## src/flash_status_cfg.svh

```systemverilog
`ifndef FLASH_STATUS_CFG_SVH
`define FLASH_STATUS_CFG_SVH

// Instruction codes that drive the paused flag
`define OPC_SUSPEND         8'h75
`define OPC_RESUME          8'h7A

// Status register one bit positions
`define SR1_RANGE_LSB       2
`define SR1_RANGE_MSB       4
`define SR1_TOP_BOTTOM      5
`define SR1_SMALL_UNIT      6
`define SR1_WRITABLE_MASK   8'h7C
`define SR1_RESET           8'h00

// Status register two bit positions
`define SR2_QUAD            1
`define SR2_LOCK_LSB        3
`define SR2_LOCK_MSB        5
`define SR2_INVERT          6
`define SR2_PAUSED          7
`define SR2_RESET           8'h00

// Status register three bit positions
`define SR3_SCHEME          2
`define SR3_DRIVE_LSB       5
`define SR3_DRIVE_MSB       6
`define SR3_RESET           8'h60

// Array geometry, 21-bit byte address, 22-bit arithmetic
`define ARRAY_TOP           22'h1FFFFF
`define ARRAY_END           22'h200000
`define BLOCK_BYTES         22'h010000
`define SECTOR_BYTES        22'h001000
`define HALF_BLOCK_BYTES    22'h008000
`define PAGE_BYTES          22'h000100
`define BLOCK_SHIFT         16
`define SECTOR_SHIFT        12
`define LAST_BLOCK          5'h1F
`define SECTOR_LOCKS        32
`define BLOCK_LOCKS         32

// Drive strength in percent
`define DRIVE_FULL          7'd100
`define DRIVE_THREE_Q       7'd75
`define DRIVE_HALF          7'd50
`define DRIVE_QUARTER       7'd25

`endif

```

## src/flash_status_pkg.sv

```systemverilog
package flash_status_pkg;

    typedef enum logic [2:0]
    {
        CMD_PAGE     = 3'h0,
        CMD_SECTOR   = 3'h1,
        CMD_HALF_BLK = 3'h2,
        CMD_BLOCK    = 3'h3,
        CMD_CHIP     = 3'h4
    } cmd_size_t;

    typedef logic [21:0] span_addr_t;

endpackage

```

## src/protect_decode_if.sv

```systemverilog
`timescale 1ns/1ps
interface protect_decode_if;
    logic                           invert;
    logic                           small_unit;
    logic                           top_bottom;
    logic [2:0]                     range;
    flash_status_pkg::span_addr_t   lo;
    flash_status_pkg::span_addr_t   hi;
    logic                           hit;

    modport requester
    (
        output invert,
        output small_unit,
        output top_bottom,
        output range,
        output lo,
        output hi,
        input  hit
    );

    modport decoder
    (
        input  invert,
        input  small_unit,
        input  top_bottom,
        input  range,
        input  lo,
        input  hi,
        output hit
    );
endinterface

```

## src/protect_range_decoder.sv

```systemverilog
`timescale 1ns/1ps
`include "flash_status_cfg.svh"
module protect_range_decoder
(
    protect_decode_if.decoder   dec
);
    flash_status_pkg::span_addr_t   size;
    flash_status_pkg::span_addr_t   plo;
    flash_status_pkg::span_addr_t   phi;
    logic                           none;
    logic                           overlap;

    always_comb
    begin
        size = '0;
        none = 1'b0;
        if (dec.range[2:1] == 2'b11)
        begin
            size = `ARRAY_END;                                             // [RL14]
        end
        else if (dec.range == 3'h0)
        begin
            none = 1'b1;                                                   // [RL12]
        end
        else if (!dec.small_unit)
        begin
            size = `BLOCK_BYTES << (dec.range - 3'h1);                     // [RL12]
        end
        else if (dec.range[2])
        begin
            size = `HALF_BLOCK_BYTES;                                      // [RL13]
        end
        else
        begin
            size = `SECTOR_BYTES << (dec.range - 3'h1);                    // [RL13]
        end
        // Top when clear, bottom when set
        if (dec.top_bottom)
        begin
            plo = '0;                                                      // [RL15]
            phi = size - 22'h1;
        end
        else
        begin
            plo = `ARRAY_END - size;                                       // [RL15]
            phi = `ARRAY_TOP;
        end
    end

    // Whole command extent is compared, not just its start
    always_comb
    begin
        overlap = !none && (dec.hi >= plo) && (dec.lo <= phi);             // [RL20]
        if (dec.invert)
        begin
            dec.hit = none || (dec.lo < plo) || (dec.hi > phi);            // [RL16]
        end
        else
        begin
            dec.hit = overlap;                                             // [RL7]
        end
    end
endmodule

```

## src/flash_status_protect_decode.sv

```systemverilog
`timescale 1ns/1ps
`include "flash_status_cfg.svh"
// Overview of operation
// [RL1] Paused flag at S15 sets after suspend instruction 75h executes; read-only.
// [RL2] Paused flag clears on resume instruction 7Ah or a power cycle; a suspend 75h in the same cycle as a power cycle sets it instead.
// [RL3] Three OTP security-area lock bits at S13..S11, reset to unlocked.
// [RL4] Each lock bit sets alone by write; once set never clears.
// [RL5] Quad enable at S9; while 0 write-guard and pause pins work.
// [RL6] Quad enable 1 turns those pins into IO2/IO3, disables both functions.
// [RL7] Scheme select 0: protection from invert, small-unit, top/bottom, range fields.
// [RL8] Scheme select 1: protection from individual block and sector lock bits.
// [RL9] All individual lock bits become 1 at power-on and any reset.
// [RL10] Drive strength code 00/01/10/11 means 100/75/50/25 percent, default 11.
// [RL11] Reserved bits read as zero and writes to them have no effect.
// [RL12] Blocks: range 001..101 protect 64KB..1MB, 000 protects nothing.
// [RL13] Sectors: range 001,010,011,10x protect 4/8/16/32KB, top or bottom.
// [RL14] Range 11x protects the whole 2MB array.
// [RL15] Top/bottom select 0 places region at top, 1 at bottom.
// [RL16] Invert set protects exactly the complement of the selected region.
// [RL17] Erase or program touching any protected address is ignored.
// [RL18] Under lock scheme, commands aimed at a locked unit are ignored.
// [RL19] Decoding is combinational from current fields and command address.
// [RL20] The full erase extent is compared against the protected region.
module flash_status_protect_decode
(
    input  wire logic                       clk_sys,
    input  wire logic                       arst_n,
    input  wire logic                       power_cycle,
    input  wire logic                       exec_valid,
    input  wire logic [7:0]                 exec_opcode,
    input  wire logic                       wr_one,
    input  wire logic                       wr_two,
    input  wire logic                       wr_three,
    input  wire logic [7:0]                 wr_data,
    input  wire logic                       lock_set,
    input  wire logic                       lock_clear,
    input  wire logic [20:0]                lock_addr,
    input  wire logic                       cmd_valid,
    input  wire logic [20:0]                cmd_addr,
    input  wire flash_status_pkg::cmd_size_t cmd_size,
    output logic [7:0]                      status_config_one,
    output logic [7:0]                      status_config_two,
    output logic [7:0]                      status_config_three,
    output logic                            write_guard_active,
    output logic                            pause_pin_active,
    output logic                            quad_io_active,
    output logic [6:0]                      drive_percent,
    output logic                            cmd_done,
    output logic                            cmd_allowed
);
    logic [4:0]                     range_fields;
    logic                           paused_op_flag;
    logic                           invert_protect;
    logic [2:0]                     otp_area_locks;
    logic                           quad_enable;
    logic                           protect_scheme_select;
    logic [1:0]                     output_strength;
    logic [`BLOCK_LOCKS-1:0]        block_locks;
    logic [`SECTOR_LOCKS-1:0]       sector_locks;
    flash_status_pkg::span_addr_t   cmd_lo;
    flash_status_pkg::span_addr_t   cmd_hi;
    logic                           lock_hit;
    logic                           next_allowed;

    protect_decode_if pd ();

    function automatic logic [6:0] drive_decode(input logic [1:0] code);
        unique case (code)
            2'b00:   drive_decode = `DRIVE_FULL;
            2'b01:   drive_decode = `DRIVE_THREE_Q;
            2'b10:   drive_decode = `DRIVE_HALF;
            2'b11:   drive_decode = `DRIVE_QUARTER;
        endcase
    endfunction

    function automatic flash_status_pkg::span_addr_t extent(input flash_status_pkg::cmd_size_t sz);
        unique case (sz)
            flash_status_pkg::CMD_PAGE:     extent = `PAGE_BYTES;
            flash_status_pkg::CMD_SECTOR:   extent = `SECTOR_BYTES;
            flash_status_pkg::CMD_HALF_BLK: extent = `HALF_BLOCK_BYTES;
            flash_status_pkg::CMD_BLOCK:    extent = `BLOCK_BYTES;
            default:                        extent = `ARRAY_END;
        endcase
    endfunction

    // Range fields: protect_range, top/bottom, small-unit
    always_ff @(posedge clk_sys or negedge arst_n)
    begin
        if (!arst_n)
            range_fields <= 5'(`SR1_RESET >> `SR1_RANGE_LSB);
        else if (wr_one)
            range_fields <= wr_data[`SR1_SMALL_UNIT:`SR1_RANGE_LSB];       // [RL11]
    end

    always_ff @(posedge clk_sys or negedge arst_n)
    begin
        if (!arst_n)
            paused_op_flag <= 1'b0;
        else if (exec_valid && exec_opcode == `OPC_SUSPEND)
            paused_op_flag <= 1'b1;                                        // [RL1]
        else if (power_cycle || (exec_valid && exec_opcode == `OPC_RESUME))
            paused_op_flag <= 1'b0;                                        // [RL2]
    end

    // Lock bits only accumulate; only arst_n clears them
    always_ff @(posedge clk_sys or negedge arst_n)
    begin
        if (!arst_n)
            otp_area_locks <= 3'h0;                                        // [RL3]
        else if (wr_two)
            otp_area_locks <= otp_area_locks | wr_data[`SR2_LOCK_MSB:`SR2_LOCK_LSB]; // [RL4]
    end

    always_ff @(posedge clk_sys or negedge arst_n)
    begin
        if (!arst_n)
        begin
            invert_protect <= 1'b0;
            quad_enable    <= 1'b0;
        end
        else if (wr_two)
        begin
            invert_protect <= wr_data[`SR2_INVERT];
            quad_enable    <= wr_data[`SR2_QUAD];                          // [RL5]
        end
    end

    always_ff @(posedge clk_sys or negedge arst_n)
    begin
        if (!arst_n)
        begin
            protect_scheme_select <= 1'(`SR3_RESET >> `SR3_SCHEME);
            output_strength       <= 2'(`SR3_RESET >> `SR3_DRIVE_LSB);     // [RL10]
        end
        else if (wr_three)
        begin
            protect_scheme_select <= wr_data[`SR3_SCHEME];
            output_strength       <= wr_data[`SR3_DRIVE_MSB:`SR3_DRIVE_LSB];
        end
    end

    // Individual locks; a power cycle re-arms them as a reset does
    always_ff @(posedge clk_sys or negedge arst_n)
    begin
        if (!arst_n)
        begin
            block_locks  <= '1;                                            // [RL9]
            sector_locks <= '1;
        end
        else if (power_cycle)
        begin
            block_locks  <= '1;                                            // [RL9]
            sector_locks <= '1;
        end
        else if (lock_set || lock_clear)
        begin
            if (lock_addr[20:16] == 5'h0 || lock_addr[20:16] == `LAST_BLOCK)
                sector_locks[{lock_addr[20], lock_addr[15:12]}] <= lock_set;
            else
                block_locks[lock_addr[20:16]] <= lock_set;
        end
    end

    // Command extent is aligned down to its own size
    always_comb
    begin
        cmd_lo = {1'b0, cmd_addr} & ~(extent(cmd_size) - 22'h1);
        cmd_hi = cmd_lo + extent(cmd_size) - 22'h1;                        // [RL20]
    end

    assign pd.invert     = invert_protect;
    assign pd.small_unit = range_fields[4];
    assign pd.top_bottom = range_fields[3];
    assign pd.range      = range_fields[2:0];
    assign pd.lo         = cmd_lo;
    assign pd.hi         = cmd_hi;

    protect_range_decoder u_range
    (
        .dec (pd.decoder)
    );

    // Any locked unit that overlaps the extent blocks the command
    always_comb
    begin
        lock_hit = 1'b0;
        for (int b = 1; b < `BLOCK_LOCKS - 1; b++)
        begin
            if (block_locks[b] && cmd_hi[20:16] >= 5'(b) && cmd_lo[20:16] <= 5'(b))
                lock_hit = 1'b1;                                           // [RL18]
        end
        for (int s = 0; s < `SECTOR_LOCKS; s++)
        begin
            if (sector_locks[s]
                && ({s[4], s[4], s[4], s[4], s[4], s[3:0]} >= cmd_lo[20:12])
                && ({s[4], s[4], s[4], s[4], s[4], s[3:0]} <= cmd_hi[20:12]))
                lock_hit = 1'b1;                                           // [RL18]
        end
        next_allowed = protect_scheme_select ? !lock_hit : !pd.hit;        // [RL8] [RL17] [RL19]
    end

    always_ff @(posedge clk_sys or negedge arst_n)
    begin
        if (!arst_n)
        begin
            cmd_done    <= 1'b0;
            cmd_allowed <= 1'b0;
        end
        else
        begin
            cmd_done <= cmd_valid;
            if (cmd_valid)
                cmd_allowed <= next_allowed;                               // [RL17]
        end
    end

    // Registered views; reserved bits read as zero
    always_ff @(posedge clk_sys or negedge arst_n)
    begin
        if (!arst_n)
        begin
            status_config_one   <= `SR1_RESET;
            status_config_two   <= `SR2_RESET;
            status_config_three <= `SR3_RESET;
            write_guard_active  <= 1'b1;
            pause_pin_active    <= 1'b1;
            quad_io_active      <= 1'b0;
            drive_percent       <= `DRIVE_QUARTER;
        end
        else
        begin
            status_config_one   <= {1'b0, range_fields, 2'b00};            // [RL11]
            status_config_two   <= {paused_op_flag, invert_protect, otp_area_locks,
                                    1'b0, quad_enable, 1'b0};
            status_config_three <= {1'b0, output_strength, 2'b00, protect_scheme_select, 2'b00};
            write_guard_active  <= !quad_enable;                           // [RL5]
            pause_pin_active    <= !quad_enable;
            quad_io_active      <= quad_enable;                            // [RL6]
            drive_percent       <= drive_decode(output_strength);          // [RL10]
        end
    end
endmodule

```

## config.mk

```make
export PLATFORM = sky130hd
export DESIGN_NAME = flash_status_protect_decode
export DESIGN_NICKNAME = d
export VERILOG_FILES = /design/src/flash_status_pkg.sv /design/src/protect_decode_if.sv /design/src/protect_range_decoder.sv /design/src/flash_status_protect_decode.sv
export VERILOG_INCLUDE_DIRS = /design/src
export SDC_FILE = /design/constraint.sdc
export NUM_CORES = 1
export LEC_CHECK = 0
export ABC_AREA = 0
export BUFFER_PORTS_ARGS = -buffer_cell sky130_fd_sc_hd__buf_4
export CAP_MARGIN = 20
export CORE_MARGIN = 3
export CORE_UTILIZATION = 35
export DETAILED_ROUTE_END_ITERATION = 16
export GPL_TIMING_DRIVEN = 0
export PLACE_DENSITY = 0.63
export RECOVER_POWER = 25
export SYNTH_ARGS = -nofsm -noshare
export SYNTH_HDL_FRONTEND = slang
export SYNTH_HIERARCHICAL = 1
export SYNTH_SLANG_ARGS = --single-unit
```

## constraint.sdc

```tcl
create_clock -name clk_sys -period 3.5 [get_ports clk_sys]
set_input_delay 0.175 -clock clk_sys [delete_from_list [all_inputs] [get_ports clk_sys]]
set_output_delay 0.175 -clock clk_sys [all_outputs]
set_load 0.1 [all_outputs]
```

==> results.toml <==
[sta]
hold_ws_ns = 0.0174
setup-tns-final_ns = -0.563
timing.max_slew.rel_slack_pct = -12.8
period_needed_ns = 4.06
final_hold_viol_count = 0
final_min_period_over_clock_period_pct = 116
timing_max_transition_violations_final = 28
rsz0062_at_grt = "true"
final.setup_skew_ns = 0.0114
fmax_mhz = 246
finalWorstSetupSlack_ns = -0.563
tightest_slew_ns = 1.69
setup_viol_count_final = 1

[final_layout]
finalCoreUtilization_pct = 44.0
area_growth_syn_to_layout_pct = 21.4
antenna-diode-count = 0
nNetsFinal = 1369
drive_above_1_share_pct = 24.3
finish.instance_area_mm2 = 0.0109
fillCellCount = 2439

[power_and_ir_drop]
p_leak_uw = 0.00448
power.ir.vdd_worst_mv = 0.249
pwr_dens_mw_per_mm2 = 407

[grt]
grt_pass1_vias = 8481
grt_antenna_before_repair = 0
grt_pass1_wl_um = 47800
global_route.overflow_total = 0
pin_count_of_the_biggest_net_entering_global_routing = 73
gr_usage_total_pct = 21.1

[synthesis]
synthCells = 1086
yosysMostFrequentCell = "sky130_fd_sc_hd__a21oi_1"
synth-main-ff-cell = "sky130_fd_sc_hd__dfstp_2"
yosys_register_bits = 99
synth-compound-area-share_pct = 31.8
multiplexer_fraction_of_the_synthesized_cell_area_pct = 1.35
yosys.area_share.simple_pct = 19.9
yosys.area.top_type = "sky130_fd_sc_hd__dfstp_2"
synthDominantCellAreaShare_pct = 20.2
synth-adder-area-share_pct = 10.6
synthTopCellsByCount = "170 x sky130_fd_sc_hd__a21oi_1, 74 x sky130_fd_sc_hd__nand2_1, 73 x sky130_fd_sc_hd__ha_1"
synth_edf_count = 0
syn_area_per_cell_um2 = 8.26
synth-xor-area-share_pct = 1.42
largest_cells_by_area_after_synthesis = "sky130_fd_sc_hd__dfstp_2 20%, sky130_fd_sc_hd__ha_1 10%, sky130_fd_sc_hd__a21oi_1 9.5%, sky130_fd_sc_hd__dfrtp_1 8.4%, sky130_fd_sc_hd__o22a_1 6.1%"
ys_seq_area_share_pct = 28.6
yosys_warnings = 6
syn_area_mm2 = 0.00897
synth-async-reset-ratio_pct = 100
combinational_family_with_the_most_area_after_synthesis = "compound AO/OA/AOI/OAI gates"
ys_types = 95

[placement]
port_buffer_count = 69
finalWeightedCongestion = 0.976
area_of_placed_instances_mm2 = 0.0101
dp_slack_ns = -1.72
dp_hpwl_um = 22700

[cts]
cts_num_sinks = 99
cts_tree = "yes"
cts_root_buf = "sky130_fd_sc_hd__clkbuf_16"
cts.htree.levels = 3
cts_max_path_buffers = 2
clk_latency_ns = 0.34
inserted_clock_buffers = 9
clk_transition_reported_paths_ns = 0.07

[floorplanning]
die_w_um = 166
initial_core_util_pct = 36.3
full_die_area_mm2 = 0.0276
core_mm2 = 0.0247
floorplan.io_pins = 107
die_outline_height_um = 166
rows = 57

[job]
cap_violations = 1

[routing]
vias_per_cell = 5.91
dr_total_vias = 9173
drt-wirelength-per-cell_um = 19.4
wire_length_reported_by_the_detailed_router_um = 30100
drt-initial-drc-count = 901
antenna_nets_post_route = 0
remaining_drc_errors = 0
dr.pass1.iters = 5

[worst_setup_path]
cp-end-kind = "flop"
crit_path_max_incr_delay_ns = 0.33
worstPathRequired_ns = 3.71
critical_path.startpoint_type = "primary input"
path_common_cell = "sky130_fd_sc_hd__o21ai_1"
reg2reg_slack_ns = -0.36
worst_path_max_delay_cell = "sky130_fd_sc_hd__ha_1"
critPathArrivalTime_ns = 4.28
criticalPathCategory = "in2reg"
worst-path-max-fanout = 7

[worst_hold_path]
hold_path_class = "in2reg"

[status]
run_status = "finished, violations left"
violations = "capacitance limit, slew limit, setup timing"
path summary, 6_finish.rpt:
kind	start	cells after the start	endpoint
setup / recovery	cmd_size[2]	26	cmd_allowed
hold / removal	exec_opcode[1]	2	paused_op_flag
setup reg to reg	range_fields[1]	17	cmd_allowed
hold reg to reg	paused_op_flag	0	status_config_two[7]
max in group asynchronous	arst_n	3	block_locks[12]
min in group asynchronous	arst_n	2	drive_percent[2]
metrics by stage:
stage,std cells,power (uW)
final,1553,4430
after global routing,1553,4670
after CTS,1544,4350
after detailed placement,1506,3190
after global placement,1505,3170
after floorplan,1112,2700
per-layer routing:
| layer | wire (um) | up-vias | GRT usage [%] |
|---|---|---|---|
| met4 | 568 | 0 | 5.10 |
| met1 | 13900 | 4410 | 31.5 |
| li1 | - | 4328 | - |
| met5 | 0 | - | 0 |
| met2 | 13500 | 401 | 32.9 |
| met3 | 2150 | 34 | 1.88 |
critical path: cells and delay by family:
family / cells / cell delay [ns]
simple gates: 8 / 1.30
compound gates: 9 / 1.29
fa+ha+maj: 3 / 0.73
buf+inv: 4 / 0.50
mux: 1 / 0.18
xor+xnor: 1 / 0.11
cell usage in the layout, fill, tap and decap left out, types with 6 or more instances in the layout:
| master | instances |
|---|---|
| sky130_fd_sc_hd__a211oi_1 | 11 |
| sky130_fd_sc_hd__a21boi_0 | 8 |
| sky130_fd_sc_hd__a21o_1 | 19 |
| sky130_fd_sc_hd__a21oi_1 | 164 |
| sky130_fd_sc_hd__a31oi_1 | 15 |
| sky130_fd_sc_hd__and2_1 | 12 |
| sky130_fd_sc_hd__and3_1 | 15 |
| sky130_fd_sc_hd__buf_2 | 6 |
| sky130_fd_sc_hd__buf_4 | 114 |
| sky130_fd_sc_hd__clkbuf_1 | 38 |
| sky130_fd_sc_hd__clkbuf_16 | 10 |
| sky130_fd_sc_hd__conb_1 | 28 |
| sky130_fd_sc_hd__dfrtp_1 | 30 |
| sky130_fd_sc_hd__dfstp_2 | 67 |
| sky130_fd_sc_hd__ha_1 | 66 |
| sky130_fd_sc_hd__inv_1 | 36 |
| sky130_fd_sc_hd__inv_2 | 10 |
| sky130_fd_sc_hd__mux2_2 | 7 |
| sky130_fd_sc_hd__nand2_1 | 74 |
| sky130_fd_sc_hd__nand2b_1 | 14 |
| sky130_fd_sc_hd__nand3_1 | 33 |
| sky130_fd_sc_hd__nand4_1 | 22 |
| sky130_fd_sc_hd__nor2_1 | 52 |
| sky130_fd_sc_hd__nor2b_1 | 22 |
| sky130_fd_sc_hd__nor3_1 | 25 |
| sky130_fd_sc_hd__nor3b_1 | 9 |
| sky130_fd_sc_hd__o2111ai_1 | 7 |
| sky130_fd_sc_hd__o211ai_1 | 11 |
| sky130_fd_sc_hd__o21ai_0 | 43 |
| sky130_fd_sc_hd__o21ai_1 | 11 |
| sky130_fd_sc_hd__o22a_1 | 63 |
| sky130_fd_sc_hd__o22ai_1 | 9 |
| sky130_fd_sc_hd__o31ai_1 | 6 |
| sky130_fd_sc_hd__or3_1 | 6 |
logic make-up after synthesis:
| logic type | Yosys count |
|---|---|
| AOI/OAI and AO/OA | 433 |
| and+or+nand+nor | 329 |
| buffers and inverters | 125 |
| DFF | 99 |
| adders and majority gates | 76 |
| xor gates and xnor gates | 12 |
| muxes | 10 |
| other | 2 |
what timing repair did:
action / 4_1_cts / 5_1_grt
buffers inserted: 21 / 10
hold buffers: 2 / 0
endpoints found under the setup margin: 1 / 1
pin swaps: 22 / 30
resized for setup: 35 / 18
hold endpoints to repair: 6 / 0
sequential cells by signal, summed over array words and instances (netlist names), 2 cells and up:
| register | flops |
|---|---|
| block_locks | 30 |
| drive_percent | 6 |
| otp_area_locks | 3 |
| output_strength | 2 |
| range_fields | 5 |
| sector_locks | 32 |
| status_config_one | 5 |
| status_config_three | 3 |
| status_config_two | 6 |
area by class of cell:
| cell class | instances | area [um2] | share of cell area, % |
|---|---|---|---|
| multi-input cells | 888 | 6210 | 57.0 |
| clock inverters | 7 | 76.3 | 0.701 |
| inverters | 51 | 213 | 1.95 |
| plain buffers | 73 | 409 | 3.76 |
| flip-flops and latches | 99 | 2560 | 23.5 |
| clock buffers | 9 | 225 | 2.07 |
| repair buffers | 102 | 787 | 7.23 |
| well taps | 324 | 405 | 3.72 |
report_power, final:
part | internal [uW] | total [uW] | switching, uW | leakage, uW
Sequential | 1310 | 1420 | 110 | 0.00106
Combinational | 742 | 1990 | 1250 | 0.00327
Clock | 560 | 1020 | 458 | 0.000142
No activity file was read; power rests on OpenSTA's default activity.
